--- src/bm_pkg.sv ---
/*
  Shared constants for the bus monitor channel control block.
  Assumes a 100 MHz clock and an AXI4-Lite bus with 32-bit data.
*/
package bm_pkg;
  // ----------------------------------------
  // Bus geometry (register index = byte address / 4)
  // ----------------------------------------
  localparam int ADDR_W = 17;
  localparam int IDX_W = ADDR_W - 2;
  localparam logic [IDX_W-1:0] IX_TT_LO = 15'h7008;
  localparam logic [IDX_W-1:0] IX_TT_HI = 15'h700a;
  localparam logic [IDX_W-1:0] IX_TRIG_CTRL = 15'h7100;
  localparam logic [IDX_W-1:0] IX_TWORD1 = 15'h7101;
  localparam logic [IDX_W-1:0] IX_TMASK1 = 15'h7102;
  localparam logic [IDX_W-1:0] IX_TWORD2 = 15'h7103;
  localparam logic [IDX_W-1:0] IX_TMASK2 = 15'h7104;
  localparam logic [IDX_W-1:0] IX_TT_CLEAR = 15'h7105;
  localparam logic [IDX_W-1:0] IX_CHAN_CLEAR = 15'h7106;
  localparam logic [IDX_W-1:0] IX_MODE = 15'h7107;
  localparam logic [IDX_W-1:0] IX_CHAN_ID = 15'h7108;
  localparam logic [IDX_W-1:0] IX_HEALTH = 15'h7109;
  localparam logic [IDX_W-1:0] IX_RUN = 15'h710a;
  localparam logic [IDX_W-1:0] IX_INT_COND = 15'h710b;
  localparam logic [IDX_W-1:0] IX_TT_RES = 15'h710c;
  localparam logic [IDX_W-1:0] IX_BLOCK_TRIG = 15'h710d;
  localparam logic [IDX_W-1:0] IX_MSG_STATUS = 15'h710e;
  localparam logic [IDX_W-1:0] IX_LUT_BASE = 15'h7200;
  localparam int LUT_AW = 7;
  localparam int LUT_DEPTH = 128;
  localparam logic [1:0] RESP_OKAY = 2'h0;
  localparam logic [1:0] RESP_SLVERR = 2'h2;
  // ----------------------------------------
  // Field positions
  // ----------------------------------------
  localparam int TC_SRC = 7;
  localparam int TC_AFTER = 4;
  localparam int TC_ONLY = 3;
  localparam int TC_ALL = 2;
  localparam int TC_EN2 = 1;
  localparam int TC_EN1 = 0;
  localparam int IC_TRIG = 0;
  localparam int IC_DONE = 1;
  localparam int IC_BLOCK = 2;
  localparam int HS_ONE = 7;
  localparam int HS_HALT = 4;
  localparam int HS_SELF = 3;
  localparam int HS_TIMER = 2;
  localparam int HS_RAM = 1;
  localparam int HS_READY = 0;
  localparam int RUN_BIT = 0;
  localparam int LUT_SEL = 7;
  // ----------------------------------------
  // Values and timing
  // ----------------------------------------
  localparam logic [7:0] MODE_FIXED = 8'h08;
  localparam logic [7:0] MODE_LINKED = 8'h10;
  localparam logic [7:0] MODE_LUT = 8'h20;
  localparam logic [7:0] REG_RST = 8'h00;
  localparam logic [15:0] WORD_RST = 16'h0000;
  localparam int CLK_NS = 10;
  localparam int TICK_NS = 4000;
  localparam int TICK_CYCLES = TICK_NS / CLK_NS;
  typedef enum logic [2:0] {
    CH_CLEAR = 3'h1,
    CH_HALT = 3'h2,
    CH_RUN = 3'h4
  } chan_state_t;
endpackage

--- src/lut_if.sv ---
/*
  Carrier between the control block and its look-up table memory.
  Assumes one clock shared by both ends.
*/
`timescale 1ns/1ns
interface lut_if #(parameter int AW = 7, parameter int DW = 8);
  logic wrEn;
  logic [AW-1:0] wrAddr;
  logic [DW-1:0] wrData;
  logic [AW-1:0] rdAddr;
  logic [DW-1:0] rdData;
  logic [AW-1:0] lookAddr;
  logic [DW-1:0] lookData;
  modport mem (input wrEn, wrAddr, wrData, rdAddr, lookAddr, output rdData, lookData);
  modport user (output wrEn, wrAddr, wrData, rdAddr, lookAddr, input rdData, lookData);
endinterface

--- src/bm_channel_control.sv ---
/*
  Control and status logic of one bus monitor channel: triggers,
  interrupts, time tag, reset registers, mode, identity, start/halt.
  Assumes the bus decoder gives one-cycle msgStart/msgEnd pulses on
  this clock, with statusWord, blockNum and lutIndex valid at msgEnd.
*/
// Implementation choice: the AXI4-Lite slave port.
// Notes on behaviour
// - Trigger control bit 7 picks compared word
// - Bits 1,0 enable trigger words; either fires
// - Mask one compares bit, zero ignores it
// - Fixed mode trigger interrupt: only/after cases
// - Message complete interrupt in every mode
// - Fixed mode interrupt on block number match
// - Look-up mode: interrupt only selected blocks
// - Interrupts raised only at message end
// - Free 32-bit time tag, reset zero, wraps
// - Tick is (resolution plus one) times 4us
// - Any tag clear write zeroes counter
// - Channel clear write resets, wipes memory
// - Device fills status and identity afterwards
// - Mode values 08, 10, 20 select mode
// - Fixed read-only identity byte
// - Health bits: 7 one, 3..1 checks, 0 ready
// - Halted bit set on stop, cleared by start
// - Start bit one runs, zero halts
// - Interrupts available in all three modes
`timescale 1ns/1ns
module bm_channel_control #(
  parameter logic [7:0] CHAN_ID = 8'h5a, // arbitrary identity value
  parameter int LUT_DEPTH = bm_pkg::LUT_DEPTH
) (
  // Clock and reset
  input wire logic clock,
  input wire logic reset,
  // AXI4-Lite write
  input wire logic [bm_pkg::ADDR_W-1:0] awaddr,
  input wire logic awvalid,
  output logic awready,
  input wire logic [31:0] wdata,
  input wire logic [3:0] wstrb,
  input wire logic wvalid,
  output logic wready,
  output logic [1:0] bresp,
  output logic bvalid,
  input wire logic bready,
  // AXI4-Lite read
  input wire logic [bm_pkg::ADDR_W-1:0] araddr,
  input wire logic arvalid,
  output logic arready,
  output logic [31:0] rdata,
  output logic [1:0] rresp,
  output logic rvalid,
  input wire logic rready,
  // Bus decoder events
  input wire logic msgStart,
  input wire logic msgEnd,
  input wire logic [15:0] cmdWord,
  input wire logic [15:0] statusWord,
  input wire logic [7:0] blockNum,
  input wire logic [bm_pkg::LUT_AW-1:0] lutIndex,
  // Self checks
  input wire logic selfTestOk,
  input wire logic timersOk,
  input wire logic ramOk,
  // Channel outputs
  output logic irq,
  output logic monitorRun,
  output logic dpramClear,
  output logic [31:0] timeTag
);
  localparam int IW = bm_pkg::IDX_W;

  lut_if #(.AW(bm_pkg::LUT_AW), .DW(8)) lut ();

  lut_mem #(.DEPTH(LUT_DEPTH), .DW(8)) u_lut (
    .clock(clock),
    .reset(reset),
    .port(lut.mem)
  );

  // ----------------------------------------
  // Decode helpers
  // ----------------------------------------
  function automatic logic lutHit(input logic [IW-1:0] idx);
    return idx >= bm_pkg::IX_LUT_BASE && idx < bm_pkg::IX_LUT_BASE + IW'(LUT_DEPTH);
  endfunction

  function automatic logic regKnown(input logic [IW-1:0] idx);
    return lutHit(idx) || idx == bm_pkg::IX_TT_LO || idx == bm_pkg::IX_TT_HI
      || (idx >= bm_pkg::IX_TRIG_CTRL && idx <= bm_pkg::IX_MSG_STATUS);
  endfunction

  function automatic logic trigHit(input logic [15:0] w, t, m);
    return ((w ^ t) & m) == bm_pkg::WORD_RST;
  endfunction

  // ----------------------------------------
  // Register state
  // ----------------------------------------
  logic awready_r, wready_r, bvalid_r, arready_r, rvalid_r, rdPend_r;
  logic awHave_r, wHave_r;
  logic [1:0] bresp_r, rresp_r;
  logic [31:0] rdata_r, rdMux, wData_r;
  logic [3:0] wStrb_r;
  logic [IW-1:0] wIdx_r, rIdx_r;
  logic [7:0] trigCtrl_r, mode_r, intCond_r, res_r, blockTrig_r, msgStat_r;
  logic [15:0] tWord1_r, tMask1_r, tWord2_r, tMask2_r, hiLatch_r;
  logic [31:0] timeTag_r;
  logic [16:0] presc_r, tickLimit;
  logic [bm_pkg::LUT_AW-1:0] clrIdx_r;
  logic [15:0] cmdLatch_r, srcWord;
  bm_pkg::chan_state_t state_r, state_nxt;
  logic runOut_r, clrOut_r, startBit_r, triggered_r, inProg_r;
  logic endPend_r, condNow_r, lutPend_r, irq_r;
  logic wrGo, wrOk, softRst, tagClr, runWr, tick, running, fixedMode, lutMode;
  logic hit, trigIrq, blockIrq, doneIrq, lowRead;

  assign wrGo = awHave_r && wHave_r && !bvalid_r;
  assign wrOk = wrGo && wStrb_r[0];
  assign softRst = wrGo && wIdx_r == bm_pkg::IX_CHAN_CLEAR;
  assign tagClr = wrGo && wIdx_r == bm_pkg::IX_TT_CLEAR;
  assign runWr = wrOk && wIdx_r == bm_pkg::IX_RUN;
  assign running = state_r == bm_pkg::CH_RUN;
  assign fixedMode = mode_r == bm_pkg::MODE_FIXED;
  assign lutMode = mode_r == bm_pkg::MODE_LUT;
  assign lowRead = rdPend_r && rIdx_r == bm_pkg::IX_TT_LO;

  // ----------------------------------------
  // AXI4-Lite write channel
  // ----------------------------------------
  always_ff @(posedge clock or posedge reset) begin
    if (reset) begin
      awready_r <= 1'b1;
      wready_r <= 1'b1;
      awHave_r <= 1'b0;
      wHave_r <= 1'b0;
      bvalid_r <= 1'b0;
      bresp_r <= bm_pkg::RESP_OKAY;
      wIdx_r <= '0;
      wData_r <= '0;
      wStrb_r <= '0;
    end else begin
      if (awvalid && awready_r) begin
        awHave_r <= 1'b1;
        awready_r <= 1'b0;
        wIdx_r <= awaddr[bm_pkg::ADDR_W-1:2];
      end
      if (wvalid && wready_r) begin
        wHave_r <= 1'b1;
        wready_r <= 1'b0;
        wData_r <= wdata;
        wStrb_r <= wstrb;
      end
      if (wrGo) begin
        bvalid_r <= 1'b1;
        bresp_r <= regKnown(wIdx_r) ? bm_pkg::RESP_OKAY : bm_pkg::RESP_SLVERR;
      end else if (bvalid_r && bready) begin
        bvalid_r <= 1'b0;
        awHave_r <= 1'b0;
        wHave_r <= 1'b0;
        awready_r <= 1'b1;
        wready_r <= 1'b1;
      end
    end
  end

  // ----------------------------------------
  // AXI4-Lite read channel
  // ----------------------------------------
  // Two edges per read so table data come out of the memory register
  always_comb begin
    rdMux = '0;
    if (lutHit(rIdx_r)) begin
      rdMux[7:0] = lut.rdData;
    end else begin
      unique case (rIdx_r)
        bm_pkg::IX_TT_LO: rdMux[15:0] = timeTag_r[15:0];
        bm_pkg::IX_TT_HI: rdMux[15:0] = hiLatch_r;
        bm_pkg::IX_TRIG_CTRL: rdMux[7:0] = trigCtrl_r;
        bm_pkg::IX_TWORD1: rdMux[15:0] = tWord1_r;
        bm_pkg::IX_TMASK1: rdMux[15:0] = tMask1_r;
        bm_pkg::IX_TWORD2: rdMux[15:0] = tWord2_r;
        bm_pkg::IX_TMASK2: rdMux[15:0] = tMask2_r;
        bm_pkg::IX_MODE: rdMux[7:0] = mode_r;
        bm_pkg::IX_CHAN_ID: rdMux[7:0] = CHAN_ID;
        bm_pkg::IX_HEALTH: begin
          rdMux[bm_pkg::HS_ONE] = 1'b1;
          rdMux[bm_pkg::HS_HALT] = !running;
          rdMux[bm_pkg::HS_SELF] = selfTestOk;
          rdMux[bm_pkg::HS_TIMER] = timersOk;
          rdMux[bm_pkg::HS_RAM] = ramOk;
          rdMux[bm_pkg::HS_READY] = !clrOut_r;
        end
        bm_pkg::IX_RUN: rdMux[bm_pkg::RUN_BIT] = startBit_r;
        bm_pkg::IX_INT_COND: rdMux[7:0] = intCond_r;
        bm_pkg::IX_TT_RES: rdMux[7:0] = res_r;
        bm_pkg::IX_BLOCK_TRIG: rdMux[7:0] = blockTrig_r;
        bm_pkg::IX_MSG_STATUS: rdMux[7:0] = msgStat_r | {6'h00, inProg_r, 1'b0};
        default: rdMux = '0;
      endcase
    end
  end

  always_ff @(posedge clock or posedge reset) begin
    if (reset) begin
      arready_r <= 1'b1;
      rdPend_r <= 1'b0;
      rvalid_r <= 1'b0;
      rIdx_r <= '0;
      rdata_r <= '0;
      rresp_r <= bm_pkg::RESP_OKAY;
    end else begin
      if (arvalid && arready_r) begin
        arready_r <= 1'b0;
        rdPend_r <= 1'b1;
        rIdx_r <= araddr[bm_pkg::ADDR_W-1:2];
      end
      if (rdPend_r) begin
        rdPend_r <= 1'b0;
        rvalid_r <= 1'b1;
        rdata_r <= rdMux;
        rresp_r <= regKnown(rIdx_r) ? bm_pkg::RESP_OKAY : bm_pkg::RESP_SLVERR;
      end else if (rvalid_r && rready) begin
        rvalid_r <= 1'b0;
        arready_r <= 1'b1;
      end
    end
  end

  // ----------------------------------------
  // Table memory ports
  // ----------------------------------------
  // The clear walk owns the write port; bus writes then are dropped
  assign lut.wrEn = clrOut_r || (wrOk && lutHit(wIdx_r));
  assign lut.wrAddr = clrOut_r ? clrIdx_r : wIdx_r[bm_pkg::LUT_AW-1:0];
  assign lut.wrData = clrOut_r ? bm_pkg::REG_RST : wData_r[7:0];
  assign lut.rdAddr = araddr[bm_pkg::LUT_AW+1:2];
  assign lut.lookAddr = lutIndex;

  // ----------------------------------------
  // Configuration registers
  // ----------------------------------------
  always_ff @(posedge clock or posedge reset) begin
    if (reset) begin
      trigCtrl_r <= bm_pkg::REG_RST;
      mode_r <= bm_pkg::REG_RST;
      intCond_r <= bm_pkg::REG_RST;
      res_r <= bm_pkg::REG_RST;
      blockTrig_r <= bm_pkg::REG_RST;
      tWord1_r <= bm_pkg::WORD_RST;
      tMask1_r <= bm_pkg::WORD_RST;
      tWord2_r <= bm_pkg::WORD_RST;
      tMask2_r <= bm_pkg::WORD_RST;
    end else if (softRst) begin
      trigCtrl_r <= bm_pkg::REG_RST;
      mode_r <= bm_pkg::REG_RST;
      intCond_r <= bm_pkg::REG_RST;
      res_r <= bm_pkg::REG_RST;
      blockTrig_r <= bm_pkg::REG_RST;
      tWord1_r <= bm_pkg::WORD_RST;
      tMask1_r <= bm_pkg::WORD_RST;
      tWord2_r <= bm_pkg::WORD_RST;
      tMask2_r <= bm_pkg::WORD_RST;
    end else if (wrOk) begin
      unique case (wIdx_r)
        bm_pkg::IX_TRIG_CTRL: trigCtrl_r <= wData_r[7:0];
        bm_pkg::IX_MODE: mode_r <= wData_r[7:0];
        bm_pkg::IX_INT_COND: intCond_r <= wData_r[7:0];
        bm_pkg::IX_TT_RES: res_r <= wData_r[7:0];
        bm_pkg::IX_BLOCK_TRIG: blockTrig_r <= wData_r[7:0];
        bm_pkg::IX_TWORD1: tWord1_r <= wData_r[15:0];
        bm_pkg::IX_TMASK1: tMask1_r <= wData_r[15:0];
        bm_pkg::IX_TWORD2: tWord2_r <= wData_r[15:0];
        bm_pkg::IX_TMASK2: tMask2_r <= wData_r[15:0];
        default: ;
      endcase
    end
  end

  // ----------------------------------------
  // Channel state: clear walk, halted, running
  // ----------------------------------------
  always_comb begin
    state_nxt = state_r;
    unique case (state_r)
      bm_pkg::CH_CLEAR:
        if (clrIdx_r == bm_pkg::LUT_AW'(LUT_DEPTH - 1)) state_nxt = bm_pkg::CH_HALT;
      bm_pkg::CH_HALT:
        if (runWr && wData_r[bm_pkg::RUN_BIT]) state_nxt = bm_pkg::CH_RUN;
      bm_pkg::CH_RUN:
        if (runWr && !wData_r[bm_pkg::RUN_BIT]) state_nxt = bm_pkg::CH_HALT;
      default: state_nxt = bm_pkg::CH_CLEAR;
    endcase
    if (softRst) state_nxt = bm_pkg::CH_CLEAR;
  end

  always_ff @(posedge clock or posedge reset) begin
    if (reset) begin
      state_r <= bm_pkg::CH_CLEAR;
      runOut_r <= 1'b0;
      clrOut_r <= 1'b1;
      clrIdx_r <= '0;
      startBit_r <= 1'b0;
    end else begin
      state_r <= state_nxt;
      runOut_r <= state_nxt == bm_pkg::CH_RUN;
      clrOut_r <= state_nxt == bm_pkg::CH_CLEAR;
      clrIdx_r <= (softRst || !clrOut_r) ? '0 : clrIdx_r + 1'b1;
      if (softRst) startBit_r <= 1'b0;
      else if (runWr) startBit_r <= wData_r[bm_pkg::RUN_BIT];
    end
  end

  // ----------------------------------------
  // Time tag
  // ----------------------------------------
  // Prescaler restarts on clear so the first tick is a full period
  assign tickLimit = 17'((32'(res_r) + 32'd1) * bm_pkg::TICK_CYCLES - 32'd1);
  assign tick = presc_r == tickLimit;

  always_ff @(posedge clock or posedge reset) begin
    if (reset) begin
      presc_r <= '0;
      timeTag_r <= '0;
      hiLatch_r <= bm_pkg::WORD_RST;
    end else begin
      if (tagClr || softRst) begin
        presc_r <= '0;
        timeTag_r <= '0;
      end else begin
        presc_r <= tick ? '0 : presc_r + 1'b1;
        if (tick) timeTag_r <= timeTag_r + 1'b1;
      end
      if (lowRead) hiLatch_r <= timeTag_r[31:16];
    end
  end

  // ----------------------------------------
  // Triggers and interrupt conditions
  // ----------------------------------------
  assign srcWord = trigCtrl_r[bm_pkg::TC_SRC] ? statusWord : cmdLatch_r;
  assign hit = (trigCtrl_r[bm_pkg::TC_EN1] && trigHit(srcWord, tWord1_r, tMask1_r))
    || (trigCtrl_r[bm_pkg::TC_EN2] && trigHit(srcWord, tWord2_r, tMask2_r));
  assign trigIrq = fixedMode && intCond_r[bm_pkg::IC_TRIG]
    && ((trigCtrl_r[bm_pkg::TC_ONLY] && hit) || (trigCtrl_r[bm_pkg::TC_AFTER] && triggered_r));
  assign blockIrq = fixedMode && intCond_r[bm_pkg::IC_BLOCK] && blockNum == blockTrig_r;
  assign doneIrq = intCond_r[bm_pkg::IC_DONE] && !lutMode;

  always_ff @(posedge clock or posedge reset) begin
    if (reset) begin
      cmdLatch_r <= bm_pkg::WORD_RST;
      triggered_r <= 1'b0;
      inProg_r <= 1'b0;
      msgStat_r <= bm_pkg::REG_RST;
      endPend_r <= 1'b0;
      condNow_r <= 1'b0;
      lutPend_r <= 1'b0;
      irq_r <= 1'b0;
    end else begin
      if (msgStart) cmdLatch_r <= cmdWord;
      if (msgStart) inProg_r <= 1'b1;
      else if (msgEnd) inProg_r <= 1'b0;
      if (softRst || (runWr && wData_r[bm_pkg::RUN_BIT])) triggered_r <= 1'b0;
      else if (running && msgEnd && fixedMode && hit) triggered_r <= 1'b1;
      // Hardware set wins over a software clear in the same cycle
      if (softRst) begin
        msgStat_r <= bm_pkg::REG_RST;
      end else begin
        if (wrOk && wIdx_r == bm_pkg::IX_MSG_STATUS) msgStat_r <= msgStat_r & ~wData_r[7:0];
        if (running && msgEnd && fixedMode && hit) msgStat_r[bm_pkg::IC_TRIG] <= 1'b1;
        if (running && msgEnd && fixedMode && blockNum == blockTrig_r) begin
          msgStat_r[bm_pkg::IC_BLOCK] <= 1'b1;
        end
      end
      endPend_r <= running && msgEnd;
      condNow_r <= trigIrq || blockIrq || doneIrq;
      lutPend_r <= lutMode && intCond_r[bm_pkg::IC_DONE];
      irq_r <= endPend_r && (condNow_r || (lutPend_r && lut.lookData[bm_pkg::LUT_SEL]));
    end
  end

  // ----------------------------------------
  // Outputs
  // ----------------------------------------
  assign awready = awready_r;
  assign wready = wready_r;
  assign bvalid = bvalid_r;
  assign bresp = bresp_r;
  assign arready = arready_r;
  assign rvalid = rvalid_r;
  assign rdata = rdata_r;
  assign rresp = rresp_r;
  assign irq = irq_r;
  assign monitorRun = runOut_r;
  assign dpramClear = clrOut_r;
  assign timeTag = timeTag_r;

  // ----------------------------------------
  // Checks
  // ----------------------------------------
  property p_tag_wrap;
    @(posedge clock) disable iff (reset)
      tick && !tagClr && !softRst && timeTag_r == '1 |=> timeTag_r == '0;
  endproperty
  a_tag_wrap: assert property (p_tag_wrap) else $error("time tag did not wrap");

  property p_tag_clear;
    @(posedge clock) disable iff (reset)
      tagClr |=> timeTag_r == '0 && presc_r == '0;
  endproperty
  a_tag_clear: assert property (p_tag_clear) else $error("tag clear ignored");

  property p_tick_gap;
    @(posedge clock) disable iff (reset)
      tick |=> !tick [*8];
  endproperty
  a_tick_gap: assert property (p_tick_gap) else $error("tick too soon");

  property p_hi_capture;
    @(posedge clock) disable iff (reset)
      lowRead |=> hiLatch_r == $past(timeTag_r[31:16]);
  endproperty
  a_hi_capture: assert property (p_hi_capture) else $error("high word not held");

  property p_start_run;
    @(posedge clock) disable iff (reset)
      runWr && wData_r[bm_pkg::RUN_BIT] && state_r == bm_pkg::CH_HALT && !softRst |=> monitorRun;
  endproperty
  a_start_run: assert property (p_start_run) else $error("start did not run");

  property p_stop_halt;
    @(posedge clock) disable iff (reset)
      runWr && !wData_r[bm_pkg::RUN_BIT] |=> !monitorRun;
  endproperty
  a_stop_halt: assert property (p_stop_halt) else $error("stop did not halt");

  property p_done_irq;
    @(posedge clock) disable iff (reset)
      running && msgEnd && mode_r == bm_pkg::MODE_LINKED && intCond_r[bm_pkg::IC_DONE] |-> ##2 irq;
  endproperty
  a_done_irq: assert property (p_done_irq) else $error("no complete irq");

  property p_block_irq;
    @(posedge clock) disable iff (reset)
      running && msgEnd && fixedMode && intCond_r[bm_pkg::IC_BLOCK] && blockNum == blockTrig_r
        |-> ##2 irq;
  endproperty
  a_block_irq: assert property (p_block_irq) else $error("no block irq");

  property p_irq_at_end;
    @(posedge clock) disable iff (reset)
      irq |-> $past(msgEnd, 2);
  endproperty
  a_irq_at_end: assert property (p_irq_at_end) else $error("irq not at end");

  property p_health_one;
    @(posedge clock) disable iff (reset)
      rdPend_r && rIdx_r == bm_pkg::IX_HEALTH |=> rvalid && rdata[7];
  endproperty
  a_health_one: assert property (p_health_one) else $error("health bit 7 low");
endmodule

--- src/lut_mem.sv ---
/*
  Look-up table memory: one write port, two registered read ports.
  Assumes the user clears it by walking every address after reset.
*/
`timescale 1ns/1ns
module lut_mem #(parameter int DEPTH = 128, parameter int DW = 8) (
  // Clock and reset
  input wire logic clock,
  input wire logic reset,
  // Table ports
  lut_if.mem port
);
  logic [DW-1:0] store [DEPTH];

  // ----------------------------------------
  // Write and registered reads
  // ----------------------------------------
  always_ff @(posedge clock) begin
    if (port.wrEn) begin
      store[port.wrAddr] <= port.wrData;
    end
  end

  always_ff @(posedge clock or posedge reset) begin
    if (reset) begin
      port.rdData <= '0;
      port.lookData <= '0;
    end else begin
      port.rdData <= store[port.rdAddr];
      port.lookData <= store[port.lookAddr];
    end
  end
endmodule

--- config.mk ---
export PLATFORM = sky130hd
export DESIGN_NAME = bm_channel_control
export DESIGN_NICKNAME = d
export VERILOG_FILES = /design/src/bm_pkg.sv /design/src/lut_if.sv /design/src/bm_channel_control.sv /design/src/lut_mem.sv
export SDC_FILE = /design/constraint.sdc
export NUM_CORES = 2
export LEC_CHECK = 0
export BUFFER_PORTS_ARGS = -buffer_cell sky130_fd_sc_hd__buf_2
export CORE_MARGIN = 8
export CORE_UTILIZATION = 50
export CTS_BUF_LIST = sky130_fd_sc_hd__clkbuf_8
export DETAILED_ROUTE_END_ITERATION = 10
export PLACE_DENSITY = 0.67
export SYNTH_ARGS = -nofsm -noshare
export SYNTH_HDL_FRONTEND = slang
export SYNTH_SLANG_ARGS = --single-unit
--- constraint.sdc ---
create_clock -name clock -period 12.3 [get_ports clock]
set_input_delay 1.23 -clock clock [delete_from_list [all_inputs] [get_ports clock]]
set_output_delay 1.23 -clock clock [all_outputs]
set_load 0.05 [all_outputs]
==> metrics <==
layout cells sized above 1 a little over a quarter; die width 350.8 microns; Critical Path Fanout Max 64; commonest non-fill, non-tap cells in the layout edfxtp_1, mux4_2, nor2_1; H-tree depth 4; Synth warnings 0; Area after DPL about 60000 sq um; Synth Area per Inst ~18 sq um; Main synth FF type edfxtp_1; async set-reset flop share out of synthesis between 20% and 30%; vias per cell roughly 6; TritonCTS Buffers 211; Int Power approximately 7.1 mW; pwr/cell area ~160 nW/um^2; ANT nets after route 0; number of global-route vias before repair roughly 32000; fmax 158.0 MHz; slew margin rel. roughly 9.1%; global-route wire length before repair roughly 210000 microns; endpoint class of the critical path flip-flop; Max clock buf depth 3; Gate power share between 10% and 20%; slew at the pin closest to its max-slew limit 1.364 ns; Die Y-Extent roughly 350 microns; gr usage total a little under a quarter; max-cap violation count 0; gr busiest metal met2; via count just over 30000; Synth cell types 74; Top reg by flops u_lut.store; Core Region approximately 110000 sq um; RePlAce Congestion about 0.93; post-route clock skew between 0.05 and 0.06 ns; grt met3 use under 10%; switching share of power between 20% and 30%; initial core utilization between 50% and 60%; routed length per instance around 28 microns; final worst path period need ~6.3 ns; DP Cell Count between 4000 and 5000; io pins slightly above 200; Root Buffer clkbuf_8; Flop pwr share 53.1%; Final period util between 50% and 60%; Die Area roughly 120000 sq um; max reg flops 1024; R2R setup slack between 5 and 6 ns; antenna violations before repair 12; Finished Cell Area a little over 60000 sq um; gr ovfl total 0; drt drc 0; Reg clk slew, reported paths 0.06 ns; hpwl dp 90130 microns; met2 Usage GRT 36.77%; Final nets approximately 3600; clk_lat worst skew 0.91 ns; startpoint types flip-flop; P_sw roughly 2.7 mW; largest net degree at the start of global routing 172; Arr. time, crit path between 7 and 8 ns; status completed; total length of routed wires ~140000 microns; CP Data Required Time 13.07 ns; flop and latch count out of synthesis approximately 1300; RSZ-0062 raised after global routing no; mapped cell area approximately 56000 sq um; setup TNS 0 ns; Post-CTS Hold Fix Bufs 0; clock share of power between 30 and 40%; First-pass DRT Iterations 6; FP Rows ~120; Leakage Power roughly 21 nW; most common cell after layout, fill and taps aside edfxtp_1; I/O Buffers between 150 and 200; HP Class input port to async pin; Finish-stage setup viols 0; Final Max Tran Viols 0; CTS Sinks approximately 1300; Seq/Total Area, Yosys roughly two thirds; EDFF count, synth between 1000 and 1500; area grow syn2layout 11.30%; Max VDD drop between 0.00009 and 0.0001 V; CTS tree built; GR Layer Usage met1 between 30% and 40%; postcts setup bufs 0; Finished Layout Cells 5116; Crit Path Category flip-flop to flip-flop; final number of hold-violating endpoints 0; # resized after CTS 0; post-synthesis instance total 3188; initial drt markers about 3400
worst max-delay path, stage by stage, from the launching register on:
cell	delay, ns
dfrtp_1	0.56
ha_1	0.32
and2_1	0.27
nand2_1	0.10
xnor2_1	0.30
ha_1	0.30
ha_1	0.28
inv_1	0.05
fa_1	0.53
inv_1	0.05
ha_1	0.37
a21o_1	0.20
a31oi_1	0.24
and2_1	0.24
xnor3_1	0.27
xor2_1	0.17
nor4_2	0.37
nand4_4	0.66
or4_1	0.75
a21oi_1	0.17
through the flow:
step	hold WS, ns	utilization, %	setup WS [ns]	total power [mW]
3_3_place_gp	0.4428	52.21	6.196	6.235
2_1_floorplan	0.4251	-	2.959	5.842
3_5_place_dp	0.4498	52.21	6.049	6.265
5_1_grt	0.4894	55.74	5.550	10.04
6_report	0.4630	55.75	5.970	9.710
4_1_cts	0.4631	55.74	6.011	9.774
kinds of logic after synthesis:
logic type / Yosys count / share of synthesized area, %
adder cells (fa/ha/maj): 36 / 0.8574
XOR/XNOR: 95 / 1.550
AND/OR/NAND/NOR: 632 / 5.182
buffers and inverters: 247 / 1.911
other: 1 / 0.006692
AO/OA/AOI/OAI: 243 / 2.833
multiplexers: 616 / 19.65
flip-flops: 1318 / 68.01
power groups by stage:
stage	clock (mW)	combinational [mW]	sequential, mW
final	3.52	1.03	5.16
after global routing	3.79	1.09	5.17
after CTS	3.59	1.03	5.15
after detailed placement	0	1.03	5.24
after global placement	0	1.01	5.23
after floorplan	0	0.634	5.21
synth_stat cells, drive strengths merged (38+ instances only):
master	count	area share [%]
edfxtp	1024	55
mux4	378	15
nor2	340	2.3
dfrtp	289	13
mux2i	147	2.6
clkbuf	107	0.72
nand2	94	0.63
mux2	91	1.8
buf	84	0.82
a21oi	78	0.70
xnor2	73	1.2
inv	56	0.38
nand3	47	0.42
o21ai	38	0.34
metal layers:
metal	up-vias	part of all wire [%]
met4	12	3.4
met2	1456	48
met3	294	8.8
li1	13150	-
met5	-	0.051
met1	16250	39
area by class of cell:
type                            count  area, sq um
Antenna cell                        5        12.51
Clock buffer                      216         2973
Clock inverter                    175        974.7
Fill cell                        8590        49510
Inverter                           56        217.7
Multi-Input combinational cell   1640        17030
Sequential cell                  1318        38110
Tap cell                         1500         1877
Timing Repair Buffer              206         1174
path summary, 6_finish.rpt:
kind	startpoint	endpoint	cells past startpoint
max	res_r[0]	timeTag[19]	19
min	reset	wIdx_r[7]	2
max reg2reg	res_r[0]	timeTag[19]	19
min reg2reg	presc_r[0]	presc_r[0]	1
max in group asynchronous	reset	rvalid	3
min in group clock	presc_r[0]	presc_r[0]	1
Power figures use the tool's default switching activity.
